### src/hdl/rtc_pkg.sv
// constants, register map and carriers of the battery-backed calendar clock
//
// Overview of operation
// - Seven calendar fields, each read and written as one byte of two BCD digits.
// - Timebase is a 32.768 kHz crystal; counting runs regardless of the bus.
// - Last day of month is 28, 29, 30 or 31 from month and year.
// - Calendar writes land only while control bit 0 is set; software sets it first.
// - In power-off the bus is isolated; oscillator, counters and alarm keep running.
// - An alarm match in normal operation raises only the alarm interrupt.
// - An alarm match in power-off raises wakeup as well as the alarm interrupt.
// - Alarm enable and the compared fields come only from the alarm control register.
// - Tick timer holds count and enable, counts down, interrupts at zero.
// - Tick period is (n+1)/128 second for programmed count n of 0 to 127.
// - Control register: count reset, merge select, clock select, access enable; reset zero.
// - Tick register: enable bit 7, count bits 6..0; running count not readable.
// - Alarm control: global enable bit 6, year..second enables bits 5..0.
`default_nettype none
package rtc_pkg;

  // crystal and derived rates
  localparam int XTAL_HZ = 32768;
  localparam int TICK_HZ = 128;
  localparam int SEC_DIVIDE = XTAL_HZ;

  // register byte offsets
  localparam logic [7:0] CTRL_OFF = 8'h40;
  localparam logic [7:0] TICK_OFF = 8'h44;
  localparam logic [7:0] ALM_CTRL_OFF = 8'h50;

  // calendar field index
  localparam int F_SEC = 0;
  localparam int F_MIN = 1;
  localparam int F_HOUR = 2;
  localparam int F_DATE = 3;
  localparam int F_WDAY = 4;
  localparam int F_MON = 5;
  localparam int F_YEAR = 6;
  localparam int NFIELD = 7;
  localparam int NALARM = 6;

  localparam logic [NFIELD-1:0][7:0] CAL_OFF = {8'h88, 8'h84, 8'h80, 8'h7C, 8'h78, 8'h74, 8'h70};
  localparam logic [NFIELD-1:0][7:0] CAL_RESET = {8'h00, 8'h01, 8'h01, 8'h01, 8'h00, 8'h00, 8'h00};
  localparam logic [NFIELD-1:0][7:0] CAL_MIN = {8'h00, 8'h01, 8'h01, 8'h01, 8'h00, 8'h00, 8'h00};
  localparam logic [NFIELD-1:0][7:0] CAL_MAX = {8'h99, 8'h12, 8'h07, 8'h31, 8'h23, 8'h59, 8'h59};
  localparam logic [NFIELD-1:0][7:0] CAL_MASK = {8'hFF, 8'h1F, 8'h07, 8'h3F, 8'h3F, 8'h7F, 8'h7F};

  // alarm data: second, minute, hour, date, month, year
  localparam logic [NALARM-1:0][7:0] ALM_OFF = {8'h68, 8'h64, 8'h60, 8'h5C, 8'h58, 8'h54};
  localparam logic [NALARM-1:0][7:0] ALM_RESET = {8'h00, 8'h01, 8'h01, 8'h00, 8'h00, 8'h00};
  localparam logic [NALARM-1:0][7:0] ALM_MASK = {8'hFF, 8'h1F, 8'h3F, 8'h3F, 8'h7F, 8'h7F};

  // month lengths
  localparam logic [7:0] FEB = 8'h02;
  localparam logic [7:0] DAYS_28 = 8'h28;
  localparam logic [7:0] DAYS_29 = 8'h29;
  localparam logic [7:0] DAYS_30 = 8'h30;
  localparam logic [7:0] DAYS_31 = 8'h31;

  typedef struct packed {
    logic count_reset_bit;
    logic counter_merge_select;
    logic count_clock_select;
    logic cpu_access_enable;
  } ctrl_s;

  typedef struct packed {
    logic irq_en;
    logic [6:0] count;
  } tick_s;

  typedef struct packed {
    logic alarm_global_enable;
    logic [NALARM-1:0] field_en;
  } alarm_ctl_s;

  localparam ctrl_s CTRL_RESET = '0;
  localparam tick_s TICK_RESET = '0;
  localparam alarm_ctl_s ALM_CTL_RESET = '0;

endpackage
`default_nettype wire

### src/hdl/bcd_field.sv
// one two-digit bcd calendar field with load, wrap and carry
`timescale 1ns/1ns
`default_nettype none
module bcd_field #(
  parameter logic [7:0] RESET_VAL = 8'h00
) (
  // clock and reset
  input wire logic pclk,
  input wire logic presetn,
  // control
  input wire logic inc_en,
  input wire logic load_en,
  input wire logic [7:0] load_val,
  input wire logic [7:0] min_val,
  input wire logic [7:0] max_val,
  // state
  output logic [7:0] value,
  output logic carry
);
  logic [7:0] value_reg;
  logic [7:0] value_next;
  logic at_end;

  // at or past the last value wraps, so an out-of-range write cannot run away
  assign at_end = (value_reg >= max_val);
  assign carry = inc_en & at_end & ~load_en;

  always_comb begin
    value_next = value_reg;
    if (load_en) begin
      value_next = load_val;
    end else if (inc_en) begin
      if (at_end) begin
        value_next = min_val;
      end else if (value_reg[3:0] == 4'h9) begin
        value_next = {4'(value_reg[7:4] + 4'h1), 4'h0};
      end else begin
        value_next = {value_reg[7:4], 4'(value_reg[3:0] + 4'h1)};
      end
    end
  end

  always_ff @(posedge pclk or negedge presetn) begin
    if (!presetn) begin
      value_reg <= RESET_VAL;
    end else begin
      value_reg <= value_next;
    end
  end

  assign value = value_reg;
endmodule // bcd_field
`default_nettype wire

### src/hdl/tick_timer.sv
// periodic tick interrupt timer running from the 128 Hz enable
`timescale 1ns/1ns
`default_nettype none
module tick_timer (
  // clock and reset
  input wire logic pclk,
  input wire logic presetn,
  // rate and setup
  input wire logic tick_en,
  input wire logic load,
  input wire rtc_pkg::tick_s setup,
  // event
  output logic tick_irq
);
  logic [6:0] cnt_reg;
  logic [6:0] cnt_next;
  logic irq_reg;
  logic irq_next;
  logic at_zero;

  assign at_zero = (cnt_reg == 7'h00);

  // n, n-1 .. 0 then reload: n+1 ticks of 1/128 s per period
  always_comb begin
    cnt_next = cnt_reg;
    irq_next = 1'b0;
    if (load) begin
      cnt_next = setup.count;
    end else if (tick_en) begin
      if (at_zero) begin
        cnt_next = setup.count;
        irq_next = setup.irq_en;
      end else begin
        cnt_next = cnt_reg - 7'h01;
      end
    end
  end

  always_ff @(posedge pclk or negedge presetn) begin
    if (!presetn) begin
      cnt_reg <= 7'h00;
      irq_reg <= 1'b0;
    end else begin
      cnt_reg <= cnt_next;
      irq_reg <= irq_next;
    end
  end

  assign tick_irq = irq_reg;
endmodule // tick_timer
`default_nettype wire

### src/hdl/rtc_top.sv
// calendar clock core: apb registers, crystal divider, calendar, alarm and tick
//
// The APB interface to the registers and the register addresses were chosen for this implementation.
`timescale 1ns/1ns
`default_nettype none
module rtc_top #(
  parameter int SEC_DIVIDE = rtc_pkg::SEC_DIVIDE
) (
  // apb clock and reset
  input wire logic pclk,
  input wire logic presetn,
  // apb slave
  input wire logic psel,
  input wire logic penable,
  input wire logic pwrite,
  input wire logic [7:0] paddr,
  input wire logic [31:0] pwdata,
  input wire logic [3:0] pstrb,
  output logic [31:0] prdata,
  output logic pready,
  output logic pslverr,
  // crystal timebase, one pulse per crystal period
  input wire logic xtal_tick,
  // system power state
  input wire logic power_off,
  // events
  output logic alarm_irq,
  output logic power_wakeup_request,
  output logic tick_irq
);
  localparam int TICK_DIV = SEC_DIVIDE / rtc_pkg::TICK_HZ;
  localparam int DIV_W = $clog2(SEC_DIVIDE);
  localparam int TDW = $clog2(TICK_DIV);
  localparam logic [DIV_W-1:0] DIV_LAST = DIV_W'(SEC_DIVIDE - 1);
  localparam logic [TDW-1:0] TICK_LAST = TDW'(TICK_DIV - 1);

  // ---------------------------------------------------------------- bus side
  logic setup_ph;
  logic wr_en;
  logic bus_open;
  logic [7:0] wbyte;

  // isolation: with system power off nothing on the bus reaches the block
  assign bus_open = ~power_off;
  assign setup_ph = psel & ~penable;
  // only byte lane 0 carries register data
  assign wr_en = psel & penable & pwrite & pstrb[0] & bus_open;
  assign wbyte = pwdata[7:0];
  assign pready = 1'b1;

  // ------------------------------------------------------------- registers
  rtc_pkg::ctrl_s ctrl_reg;
  rtc_pkg::ctrl_s ctrl_next;
  rtc_pkg::tick_s tick_reg;
  rtc_pkg::tick_s tick_next;
  rtc_pkg::alarm_ctl_s alm_ctl_reg;
  rtc_pkg::alarm_ctl_s alm_ctl_next;
  logic [rtc_pkg::NALARM-1:0][7:0] alm_reg;
  logic [rtc_pkg::NALARM-1:0][7:0] alm_next;
  logic tick_load;

  always_comb begin
    ctrl_next = ctrl_reg;
    tick_next = tick_reg;
    alm_ctl_next = alm_ctl_reg;
    alm_next = alm_reg;
    tick_load = 1'b0;
    if (wr_en) begin
      if (paddr == rtc_pkg::CTRL_OFF) begin
        ctrl_next = rtc_pkg::ctrl_s'(wbyte[3:0]);
      end
      if (paddr == rtc_pkg::TICK_OFF) begin
        tick_next = rtc_pkg::tick_s'(wbyte);
        tick_load = 1'b1;
      end
      if (paddr == rtc_pkg::ALM_CTRL_OFF) begin
        alm_ctl_next = rtc_pkg::alarm_ctl_s'(wbyte[6:0]);
      end
      for (int k = 0; k < rtc_pkg::NALARM; k++) begin
        if (paddr == rtc_pkg::ALM_OFF[k]) begin
          alm_next[k] = wbyte & rtc_pkg::ALM_MASK[k];
        end
      end
    end
  end

  always_ff @(posedge pclk or negedge presetn) begin
    if (!presetn) begin
      ctrl_reg <= rtc_pkg::CTRL_RESET;
      tick_reg <= rtc_pkg::TICK_RESET;
      alm_ctl_reg <= rtc_pkg::ALM_CTL_RESET;
      alm_reg <= rtc_pkg::ALM_RESET;
    end else begin
      ctrl_reg <= ctrl_next;
      tick_reg <= tick_next;
      alm_ctl_reg <= alm_ctl_next;
      alm_reg <= alm_next;
    end
  end

  // --------------------------------------------------------- crystal divider
  logic [DIV_W-1:0] div_reg;
  logic [DIV_W-1:0] div_next;
  logic sec_en;
  logic tick128_en;

  always_comb begin
    div_next = div_reg;
    if (ctrl_reg.count_reset_bit) begin
      div_next = '0;
    end else if (xtal_tick) begin
      div_next = (div_reg == DIV_LAST) ? '0 : DIV_W'(div_reg + 1'b1);
    end
  end

  always_ff @(posedge pclk or negedge presetn) begin
    if (!presetn) begin
      div_reg <= '0;
    end else begin
      div_reg <= div_next;
    end
  end

  // the test clock select makes every crystal period count as a second
  assign sec_en = xtal_tick & ~ctrl_reg.count_reset_bit &
                  (ctrl_reg.count_clock_select | (div_reg == DIV_LAST));
  assign tick128_en = xtal_tick & ~ctrl_reg.count_reset_bit &
                      (div_reg[TDW-1:0] == TICK_LAST);

  // ---------------------------------------------------------------- calendar
  logic [rtc_pkg::NFIELD-1:0][7:0] cal;
  logic [rtc_pkg::NFIELD-1:0][7:0] cal_max;
  logic [rtc_pkg::NFIELD-1:0] cal_inc;
  logic [rtc_pkg::NFIELD-1:0] cal_carry;
  logic [rtc_pkg::NFIELD-1:0] cal_load;
  logic leap;
  logic [7:0] last_day;
  logic [7:0] mon;
  logic [7:0] yr;

  assign mon = cal[rtc_pkg::F_MON];
  assign yr = cal[rtc_pkg::F_YEAR];

  // divisible by four in bcd: even tens with 0/4/8, odd tens with 2/6; 00 counts
  always_comb begin
    leap = 1'b0;
    if (!yr[4]) begin
      leap = (yr[3:0] == 4'h0) | (yr[3:0] == 4'h4) | (yr[3:0] == 4'h8);
    end else begin
      leap = (yr[3:0] == 4'h2) | (yr[3:0] == 4'h6);
    end
  end

  always_comb begin
    case (mon)
      rtc_pkg::FEB: last_day = leap ? rtc_pkg::DAYS_29 : rtc_pkg::DAYS_28;
      8'h04, 8'h06, 8'h09, 8'h11: last_day = rtc_pkg::DAYS_30;
      default: last_day = rtc_pkg::DAYS_31;
    endcase
  end

  always_comb begin
    cal_max = rtc_pkg::CAL_MAX;
    cal_max[rtc_pkg::F_DATE] = last_day;
  end

  // weekday and date both step on the hour carry; month follows the date
  assign cal_inc[rtc_pkg::F_SEC] = sec_en;
  assign cal_inc[rtc_pkg::F_MIN] = cal_carry[rtc_pkg::F_SEC];
  assign cal_inc[rtc_pkg::F_HOUR] = cal_carry[rtc_pkg::F_MIN];
  assign cal_inc[rtc_pkg::F_DATE] = cal_carry[rtc_pkg::F_HOUR];
  assign cal_inc[rtc_pkg::F_WDAY] = cal_carry[rtc_pkg::F_HOUR];
  assign cal_inc[rtc_pkg::F_MON] = cal_carry[rtc_pkg::F_DATE];
  assign cal_inc[rtc_pkg::F_YEAR] = cal_carry[rtc_pkg::F_MON];

  genvar gi;
  generate
    for (gi = 0; gi < rtc_pkg::NFIELD; gi++) begin : g_field
      // a write in the same cycle as a count step wins over the step
      assign cal_load[gi] = wr_en & ctrl_reg.cpu_access_enable &
                            (paddr == rtc_pkg::CAL_OFF[gi]);
      bcd_field #(
        .RESET_VAL(rtc_pkg::CAL_RESET[gi])
      ) u_field (
        .pclk(pclk),
        .presetn(presetn),
        .inc_en(cal_inc[gi]),
        .load_en(cal_load[gi]),
        .load_val(wbyte & rtc_pkg::CAL_MASK[gi]),
        .min_val(rtc_pkg::CAL_MIN[gi]),
        .max_val(cal_max[gi]),
        .value(cal[gi]),
        .carry(cal_carry[gi])
      );
    end
  endgenerate

  // ------------------------------------------------------------------- alarm
  logic [rtc_pkg::NALARM-1:0] alm_eq;
  logic match;
  logic match_reg;
  logic alarm_irq_reg;
  logic alarm_irq_next;
  logic wake_reg;
  logic wake_next;

  assign alm_eq[0] = (alm_reg[0] == cal[rtc_pkg::F_SEC]);
  assign alm_eq[1] = (alm_reg[1] == cal[rtc_pkg::F_MIN]);
  assign alm_eq[2] = (alm_reg[2] == cal[rtc_pkg::F_HOUR]);
  assign alm_eq[3] = (alm_reg[3] == cal[rtc_pkg::F_DATE]);
  assign alm_eq[4] = (alm_reg[4] == cal[rtc_pkg::F_MON]);
  assign alm_eq[5] = (alm_reg[5] == cal[rtc_pkg::F_YEAR]);

  // fields with their enable clear always agree
  assign match = alm_ctl_reg.alarm_global_enable &
                 (&(alm_eq | ~alm_ctl_reg.field_en));

  // edge of the match so a matching second raises one event, not one per cycle
  always_comb begin
    alarm_irq_next = match & ~match_reg;
    wake_next = match & ~match_reg & power_off;
  end

  always_ff @(posedge pclk or negedge presetn) begin
    if (!presetn) begin
      match_reg <= 1'b0;
      alarm_irq_reg <= 1'b0;
      wake_reg <= 1'b0;
    end else begin
      match_reg <= match;
      alarm_irq_reg <= alarm_irq_next;
      wake_reg <= wake_next;
    end
  end

  assign alarm_irq = alarm_irq_reg;
  assign power_wakeup_request = wake_reg;

  // -------------------------------------------------------------- tick timer
  tick_timer u_tick (
    .pclk(pclk),
    .presetn(presetn),
    .tick_en(tick128_en),
    .load(tick_load),
    .setup(tick_reg),
    .tick_irq(tick_irq)
  );

  // ---------------------------------------------------------------- readback
  logic [7:0] rd_byte;
  logic rd_hit;
  logic [31:0] prdata_reg;
  logic [31:0] prdata_next;
  logic pslverr_reg;
  logic pslverr_next;

  always_comb begin
    rd_byte = 8'h00;
    rd_hit = 1'b0;
    if (paddr == rtc_pkg::CTRL_OFF) begin
      rd_byte = {4'h0, ctrl_reg};
      rd_hit = 1'b1;
    end
    if (paddr == rtc_pkg::TICK_OFF) begin
      rd_byte = tick_reg;
      rd_hit = 1'b1;
    end
    if (paddr == rtc_pkg::ALM_CTRL_OFF) begin
      rd_byte = {1'b0, alm_ctl_reg};
      rd_hit = 1'b1;
    end
    for (int k = 0; k < rtc_pkg::NALARM; k++) begin
      if (paddr == rtc_pkg::ALM_OFF[k]) begin
        rd_byte = alm_reg[k];
        rd_hit = 1'b1;
      end
    end
    for (int k = 0; k < rtc_pkg::NFIELD; k++) begin
      if (paddr == rtc_pkg::CAL_OFF[k]) begin
        rd_byte = cal[k];
        rd_hit = 1'b1;
      end
    end
  end

  // data is captured in the setup phase and stands through the access phase
  always_comb begin
    prdata_next = prdata_reg;
    pslverr_next = pslverr_reg;
    if (setup_ph) begin
      prdata_next = bus_open ? {24'h000000, rd_byte} : 32'h00000000;
      pslverr_next = bus_open & ~rd_hit;
    end
  end

  always_ff @(posedge pclk or negedge presetn) begin
    if (!presetn) begin
      prdata_reg <= 32'h00000000;
      pslverr_reg <= 1'b0;
    end else begin
      prdata_reg <= prdata_next;
      pslverr_reg <= pslverr_next;
    end
  end

  assign prdata = prdata_reg;
  assign pslverr = pslverr_reg & psel & penable;
endmodule // rtc_top
`default_nettype wire

### config.mk
export PLATFORM = sky130hd
export DESIGN_NAME = rtc_top
export DESIGN_NICKNAME = d
export VERILOG_FILES = /design/src/hdl/rtc_pkg.sv /design/src/hdl/bcd_field.sv /design/src/hdl/tick_timer.sv /design/src/hdl/rtc_top.sv
export SDC_FILE = /design/constraint.sdc
export NUM_CORES = 1
export LEC_CHECK = 0
export ABC_AREA = 1
export BUFFER_PORTS_ARGS = -buffer_cell sky130_fd_sc_hd__buf_4
export CAP_MARGIN = 30
export CORE_MARGIN = 8
export CORE_UTILIZATION = 55
export CTS_CLUSTER_SIZE = 24
export DETAILED_ROUTE_END_ITERATION = 12
export PLACE_DENSITY_LB_ADDON = 0.3
export SLEW_MARGIN = 10
export SYNTH_ARGS = -nofsm -noshare
export SYNTH_HDL_FRONTEND = slang
export SYNTH_HIERARCHICAL = 1
export SYNTH_SLANG_ARGS = --single-unit
### constraint.sdc
create_clock -name pclk -period 8.6 [get_ports pclk]
set_clock_uncertainty 0.1 [all_clocks]
set_input_delay 0.43 -clock pclk [delete_from_list [all_inputs] [get_ports pclk]]
set_output_delay 0.43 -clock pclk [all_outputs]
set_load 0.02 [all_outputs]
==> run summary, run 1 <==
Routed wire length per instance -> 14.9 um
Number of setup violations in the final report -> 0
Area grow syn2layout -> 11.8%
Cell type of the slowest stage on the worst timing path -> sky130_fd_sc_hd__nor3_1
Global-route wire length before repair -> 54200 um
Area after DPL -> 0.0130 sq mm
Worst Path Buf+Inv -> 11
Fraction of final layout cells with drive strength greater than 1 -> 8.63%
Status -> completed
Clock tree root buffer cell -> sky130_fd_sc_hd__clkbuf_16
R2r setup slk -> 3.00 ns
Maximum buffer depth of the clock tree -> 2
Antenna Cells -> 0
Total GRT Usage -> 24.9%
Arrival time reported for the critical path endpoint -> 5.82 ns
Number of max-slew violations in the final report -> 0
Finished layout cell area -> 0.0137 sq mm
Cell row count -> 54
Unrepaired setup endpoints after global routing -> false
I/O Buffers -> 35
Via density -> 5.29
H-tree levels -> 4
Mean area per synthesized cell -> 6.82 sq um
Clock period minus worst slack -> 5.60 ns
DRC violations left -> 0
Number of endpoints with negative hold slack in the final report -> 0
Io pins -> 88
Clock latency of the later-clocked register in the worst-skew pair -> 0.43 ns
Sequential area share after synthesis -> 30.6%
Total via count in the routed design -> 11800
Worst slew margin relative to its limit -> 46.1%
Final Util -> 62.6%
Antenna violations before repair -> 0
Full die area -> 0.0272 sq mm
Nets -> 2062
Total Routed Length -> 33300 um
Remaining global-route overflow -> 0
Power Dens Cells -> 122 mW/mm^2
Chip height -> 165 um
Total power consumption of the routed design -> 1670 uW
Setup repair bufs after CTS -> 0
Total of hold buffers inserted after clock tree synthesis -> 1
Top cell family by delay on the critical path -> simple AND/OR/NAND/NOR gates
Number of buffers created by CTS -> 17
TritonRoute pass-1 iters -> 7
Worst hold slack -> 0.164 ns
Worst Path Required -> 8.82 ns
Startpoint type of the worst setup path -> register
Clock-pin slew on the worst setup and hold paths -> 0.07 ns
Top fanout value on the critical path -> 7
Final worst path period share -> 65.1%
Total leakage power -> 0.00731 uW
Number of nets still failing antenna checks after routing -> 0
HP Class -> in -> reg
Number of distinct library cell variants in the gate-level netlist after synthesis -> 49
Initial Utilization -> 56.0%
Flops & latches, synth -> 149
Vias in the first global route -> 10900
MaxCap Viol Count -> 0
GP Congestion -> 0.967
Placeable Area -> 0.0218 sq mm
F_max -> 179 MHz
DIE WIDTH -> 165 um
Cells resized by post-CTS repair -> 0
Cell repeated most along the worst path -> sky130_fd_sc_hd__inv_1
Setup TNS -> 0 ns
Worst Max-Slew Pin Slew -> 0.806 ns
Worst supply voltage drop on vdd -> 0.130 mV
Post-DP HPWL -> 25000 um
Slowest stage delay, CP -> 0.48 ns
Worst setup EP type -> register
CTS tree -> done
Flip-flop count of the largest register, all copies and words added -> 56
Iteration-0 DRC Markers -> 995
Post-Synthesis Cell Area -> 0.0122 sq mm
Number of warnings reported in the yosys synthesis log -> 6
Type of the worst setup path -> reg -> reg
Clock Sinks -> 149
Synthesized instance count -> 1791
Largest net degree at the start of global routing -> 77
placed cells by master, fill, tap and decap left out, types with 2 or more instances in the layout:
cell type / Yosys / routed
sky130_fd_sc_hd__nand4_1: 56 / 56
sky130_fd_sc_hd__xnor2_1: 17 / 17
sky130_fd_sc_hd__ha_1: 66 / 66
sky130_fd_sc_hd__nand2_1: 484 / 484
sky130_fd_sc_hd__buf_4: 25 / 37
sky130_fd_sc_hd__nor3b_1: 2 / 2
sky130_fd_sc_hd__nor2_4: 12 / 12
sky130_fd_sc_hd__o21ai_1: 27 / 27
sky130_fd_sc_hd__conb_1: 2 / 148
sky130_fd_sc_hd__inv_8: 0 / 4
sky130_fd_sc_hd__a21oi_1: 80 / 80
sky130_fd_sc_hd__nand3b_1: 4 / 4
sky130_fd_sc_hd__inv_1: 291 / 291
sky130_fd_sc_hd__xor2_1: 39 / 39
sky130_fd_sc_hd__clkbuf_16: 0 / 17
sky130_fd_sc_hd__nand3_2: 2 / 2
sky130_fd_sc_hd__o22ai_2: 8 / 8
sky130_fd_sc_hd__nand2_2: 24 / 24
sky130_fd_sc_hd__nor3_1: 15 / 15
sky130_fd_sc_hd__o211ai_1: 11 / 11
sky130_fd_sc_hd__nand3_1: 116 / 116
sky130_fd_sc_hd__nor2_1: 147 / 147
sky130_fd_sc_hd__dfstp_2: 5 / 5
sky130_fd_sc_hd__dfrtp_1: 144 / 144
sky130_fd_sc_hd__a21o_1: 7 / 7
sky130_fd_sc_hd__clkinv_1: 2 / 2
sky130_fd_sc_hd__nor4_1: 6 / 6
sky130_fd_sc_hd__a21oi_2: 2 / 2
sky130_fd_sc_hd__nor2_2: 14 / 14
sky130_fd_sc_hd__o22ai_1: 8 / 8
sky130_fd_sc_hd__or2_2: 12 / 12
sky130_fd_sc_hd__nor3_2: 3 / 3
sky130_fd_sc_hd__nand3_4: 8 / 8
sky130_fd_sc_hd__inv_6: 0 / 6
sky130_fd_sc_hd__nand2_4: 3 / 3
sky130_fd_sc_hd__or2_0: 4 / 4
sky130_fd_sc_hd__a22oi_1: 28 / 28
sky130_fd_sc_hd__o41ai_1: 2 / 2
sky130_fd_sc_hd__clkinvlp_4: 0 / 4
sky130_fd_sc_hd__o21ai_0: 80 / 80
report_power, final:
part	total [uW]	switching (uW)	internal [uW]
Clock	751	340	411
Combinational	180	122	58.7
Sequential	741	19.1	722
stage by stage:
step	setup slack [ns]	std cells
after global placement	3.30	2204
after floorplan	4.46	1937
final	3.00	2238
after global routing	2.49	2238
after detailed placement	3.09	2204
after CTS	3.06	2237
cell families (layout without fill, tap and decap cells):
group,Yosys count,after routing,synth area share [%]
and+or+nand+nor,914,914,34.2
buffers and inverters,346,367,12.1
AOI/OAI and AO/OA,258,258,12.3
DFF,149,149,30.6
adders and majority gates,66,66,6.76
xor gates and xnor gates,56,56,4.01
other,2,148,0.0615
worst paths after layout:
check	start	cells after the start	to
worst max-delay path	div_reg[0]$_DFFE_PN0P_	35	g_field[6].u_field/value[5]$_DFFE_PN0P_
worst min-delay path	power_off	3	power_wakeup_request$_DFF_PN0_
worst max register to register	div_reg[0]$_DFFE_PN0P_	35	g_field[6].u_field/value[5]$_DFFE_PN0P_
worst min register to register	prdata[1]$_DFFE_PN0P_	2	prdata[1]$_DFFE_PN0P_
max in group asynchronous	presetn	4	alm_reg[32]$_DFFE_PN1P_
min in group asynchronous	presetn	2	g_field[3].u_field/value[6]$_DFFE_PN0P_
layout make-up:
class	count	area, sq um
inverters	295	1110
clock buffers	17	425
fillers	2004	8160
flip-flops and latches	149	3730
well taps	280	350
clock inverters	15	158
repair buffers	40	327
multi-input cells	1442	7560
synthesized netlist by cell type (all sizes together):
| cell type | instances | area share (%) |
|---|---|---|
| a211oi | 1 | 0.061 |
| a21o | 7 | 0.43 |
| a21oi | 82 | 3.4 |
| a22oi | 28 | 1.7 |
| a31oi | 1 | 0.051 |
| and2 | 1 | 0.072 |
| buf | 43 | 2.8 |
| clkbuf | 8 | 0.25 |
| clkinv | 2 | 0.061 |
| conb | 2 | 0.061 |
| dfrtp | 144 | 29 |
| dfstp | 5 | 1.1 |
| ha | 66 | 6.8 |
| inv | 293 | 9.0 |
| nand2 | 511 | 16 |
| nand3 | 126 | 6.1 |
| nand3b | 4 | 0.25 |
| nand4 | 56 | 2.9 |
| nor2 | 173 | 6.3 |
| nor3 | 19 | 0.99 |
| nor3b | 2 | 0.12 |
| nor4 | 6 | 0.31 |
| o2111ai | 1 | 0.072 |
| o211ai | 11 | 0.68 |
| o21ai | 108 | 4.5 |
| o22ai | 16 | 1.2 |
| o31ai | 1 | 0.061 |
| o41ai | 2 | 0.14 |
| or2 | 16 | 0.82 |
| xnor2 | 17 | 1.2 |
| xor2 | 39 | 2.8 |
metal layers:
| metal | GRT usage (%) | share of wire [%] | up-vias |
|---|---|---|---|
| li1 | - | - | 5909 |
| met1 | 32.5 | 43 | 5448 |
| met2 | 40.8 | 46 | 405 |
| met3 | 4.26 | 7.8 | 79 |
| met4 | 9.42 | 3.5 | 0 |
| met5 | 0 | 0 | - |
worst min-delay path: stages:
cell                     delay (ns)
sky130_fd_sc_hd__buf_4         0.09
sky130_fd_sc_hd__inv_1         0.04
sky130_fd_sc_hd__nor2_1        0.09
No activity file was read; power rests on OpenSTA's default activity.
==> inputs of run 2 (changes only) <==
==> constraint.sdc (replaced) <==
create_clock -name pclk -period 5.52 [get_ports pclk]
set_clock_uncertainty 0.1 [all_clocks]
set_input_delay 0.276 -clock pclk [delete_from_list [all_inputs] [get_ports pclk]]
set_output_delay 0.276 -clock pclk [all_outputs]
set_load 0.02 [all_outputs]
==> run summary, run 2 (synthesis results as in run 1) <==
Finished layout cell area -> 0.0137 sq mm (about the same)
Fraction of final layout cells with drive strength greater than 1 -> 8.87% (was 8.63%)
Number of setup violations in the final report -> 0 (unchanged)
R2R Path End -> g_field[6].u_field/value[5]$_DFFE_PN0P_ (unchanged)
Worst supply voltage drop on vdd -> 0.181 mV (was 0.130 mV)
Total via count in the routed design -> 12000 (was 11800)
Slowest stage delay, CP -> 0.35 ns (was 0.48 ns)
Unrepaired setup endpoints after global routing -> false (unchanged)
Hold Path Sink -> power_wakeup_request$_DFF_PN0_ (unchanged)
Combinational cell fraction of total power -> 10.3% (was 10.8%)
Reg-to-reg critical path startpoint -> div_reg[1]$_DFFE_PN0P_ (was div_reg[0]$_DFFE_PN0P_)
Placeable Area -> 0.0218 sq mm (unchanged)
Global-route wire length before repair -> 55100 um (was 54200 um)
Worst Path Required -> 5.74 ns (was 8.82 ns)
Type of the worst setup path -> reg -> reg (unchanged)
Total power consumption of the routed design -> 2690 uW (was 1670 uW)
Top fanout value on the critical path -> 6 (was 7)
Switching fraction of total power -> 27.4% (was 28.7%)
Flip-flop count of the largest register, all copies and words added -> 56 (unchanged)
R2r setup slk -> 0.60 ns (was 3.00 ns)
Worst slew margin relative to its limit -> 44.4% (was 46.1%)
Nets -> 2065 (was 2062)
Routed wire length per instance -> 15.0 um (was 14.9 um)
TritonRoute pass-1 iters -> 5 (was 7)
Antenna Cells -> 0 (unchanged)
Clock period minus worst slack -> 4.92 ns (was 5.60 ns)
Antenna violations before repair -> 0 (unchanged)
Layout fillers -> 2004 (unchanged)
Post-DP HPWL -> 25400 um (was 25000 um)
Worst setup EP type -> register (unchanged)
Worst Max-Slew Pin Slew -> 0.834 ns (was 0.806 ns)
MaxCap Viol Count -> 0 (unchanged)
Cell row count -> 54 (unchanged)
Arrival time reported for the critical path endpoint -> 5.14 ns (was 5.82 ns)
Clock share of power -> 46.7% (was 44.9%)
Depth of the most critical reg-to-reg path -> 36 (was 35)
Power spent charging and discharging nets -> 737 uW (was 481 uW)
Number of placed instances with taps included -> 2208 (was 2204)
Maximum buffer depth of the clock tree -> 2 (unchanged)
Number of max-slew violations in the final report -> 0 (unchanged)
Power Dens Cells -> 196 mW/mm^2 (was 122 mW/mm^2)
Non-filler cells in the finished layout -> 2241 (was 2238)
Largest net degree at the start of global routing -> 90 (was 77)
Vias in the first global route -> 11100 (was 10900)
Start point of the critical path -> div_reg[1]$_DFFE_PN0P_ (was div_reg[0]$_DFFE_PN0P_)
DRC violations left -> 0 (unchanged)
Startpoint type of the worst setup path -> register (unchanged)
Number of buffers created by CTS -> 17 (unchanged)
Io pins -> 88 (unchanged)
CTS tree -> done (unchanged)
Full die area -> 0.0272 sq mm (unchanged)
HP Class -> in -> reg (unchanged)
Total GRT Usage -> 25.4% (was 24.9%)
Initial Utilization -> 56.0% (unchanged)
F_max -> 203 MHz (was 179 MHz)
Internal power -> 1950 uW (was 1190 uW)
Final worst path period share -> 89.2% (was 65.1%)
Cell repeated most along the worst path -> sky130_fd_sc_hd__inv_1 (unchanged)
Commonest cells after routing, fill and taps aside -> sky130_fd_sc_hd__nand2_1, sky130_fd_sc_hd__inv_1, sky130_fd_sc_hd__conb_1 (unchanged)
Number of nets still failing antenna checks after routing -> 0 (unchanged)
Sequential power share -> 42.9% (was 44.3%)
Area after DPL -> 0.0131 sq mm (was 0.0130 sq mm)
Number of endpoints with negative hold slack in the final report -> 0 (unchanged)
Area grow syn2layout -> 12.2% (was 11.8%)
I/O Buffers -> 35 (unchanged)
H-tree levels -> 4 (unchanged)
GP Congestion -> 0.977 (was 0.967)
Status -> completed (unchanged)
Total Routed Length -> 33700 um (was 33300 um)
Chip height -> 165 um (unchanged)
Total leakage power -> 0.00735 uW (was 0.00731 uW)
Clock tree root buffer cell -> sky130_fd_sc_hd__clkbuf_16 (unchanged)
Via density -> 5.35 (was 5.29)
Hold wc startpoint -> power_off (unchanged)
Cell type of the slowest stage on the worst timing path -> sky130_fd_sc_hd__dfrtp_1 (was sky130_fd_sc_hd__nor3_1)
Iteration-0 DRC Markers -> 1109 (was 995)
Most common cell after layout, fill and taps aside -> sky130_fd_sc_hd__nand2_1 (unchanged)
Hold Path Cell Cnt -> 3 (unchanged)
Clock latency of the later-clocked register in the worst-skew pair -> 0.44 ns (was 0.43 ns)
Clock-pin slew on the worst setup and hold paths -> 0.06 ns (was 0.07 ns)
DIE WIDTH -> 165 um (unchanged)
Setup TNS -> 0 ns (unchanged)
Clock Sinks -> 149 (unchanged)
Final Util -> 62.8% (was 62.6%)
Remaining global-route overflow -> 0 (unchanged)
-- run 2: per-stage QoR --
step                      setup WS, ns  hold slack (ns)
after floorplan                   1.38           -0.120
after global placement           0.710            0.308
after detailed placement         0.609            0.305
after CTS                        0.489         0.000451
after global routing            0.0485          0.00220
final                            0.595          0.00324
-- run 2: repair_timing --
| action | in CTS | in global routing |
|---|---|---|
| hold buffers | 1 | 0 |
| endpoints found under the setup margin | 0 | 4 |
| hold endpoints to repair | 88 | 0 |
| resized for setup | 0 | 2 |
| buffers inserted | 0 | 0 |
-- run 2: how the worst max path moves through the flow --
stage	end	slack [ns]
after floorplan	g_field[6].u_field/value[5]$_DFFE_PN0P_	1.38
after global placement	g_field[6].u_field/value[7]$_DFFE_PN0P_	0.71
after detailed placement	g_field[6].u_field/value[7]$_DFFE_PN0P_	0.61
after CTS	g_field[6].u_field/value[5]$_DFFE_PN0P_	0.49
after global routing	g_field[6].u_field/value[5]$_DFFE_PN0P_	0.05
final	g_field[6].u_field/value[5]$_DFFE_PN0P_	0.60
-- run 2: layer usage --
layer  wire length [um]  vias to the layer above  part of all wire [%]  global-route usage, %
met1              14200                     5552                    42                   32.7
met4               1420                        0                   4.2                   12.2
met3               2620                       82                   7.8                   4.19
li1                   -                     5930                     -                      -
met2              15500                      435                    46                   41.1
met5                  0                        -                     0                      0
-- run 2: power by group through the flow --
stage / clock (uW) / sequential (uW) / combinational [uW]
after floorplan: 0 / 1170 / 200
after global placement: 0 / 1170 / 264
after detailed placement: 0 / 1170 / 273
after CTS: 1260 / 1150 / 275
after global routing: 1310 / 1160 / 314
final: 1260 / 1150 / 277
-- run 2: layout make-up --
type                            instances  area [sq um]  share of cell area [%]
Clock inverter                         14           190                    1.39
Timing Repair Buffer                   43           329                    2.40
Sequential cell                       149          3730                    27.2
Clock buffer                           18           439                    3.20
Multi-Input combinational cell       1442          7560                    55.1
Inverter                              295          1110                    8.09
Tap cell                              280           350                    2.55
-- run 2: critical path: cells and delay by family (launching register included) --
| family | cells | cell delay (ns) |
|---|---|---|
| AND/OR/NAND/NOR | 21 | 2.79 |
| flip-flops | 1 | 0.35 |
| adder cells (fa/ha/maj) | 1 | 0.20 |
| buffers and inverters | 12 | 1.20 |
| AO/OA/AOI/OAI | 2 | 0.17 |
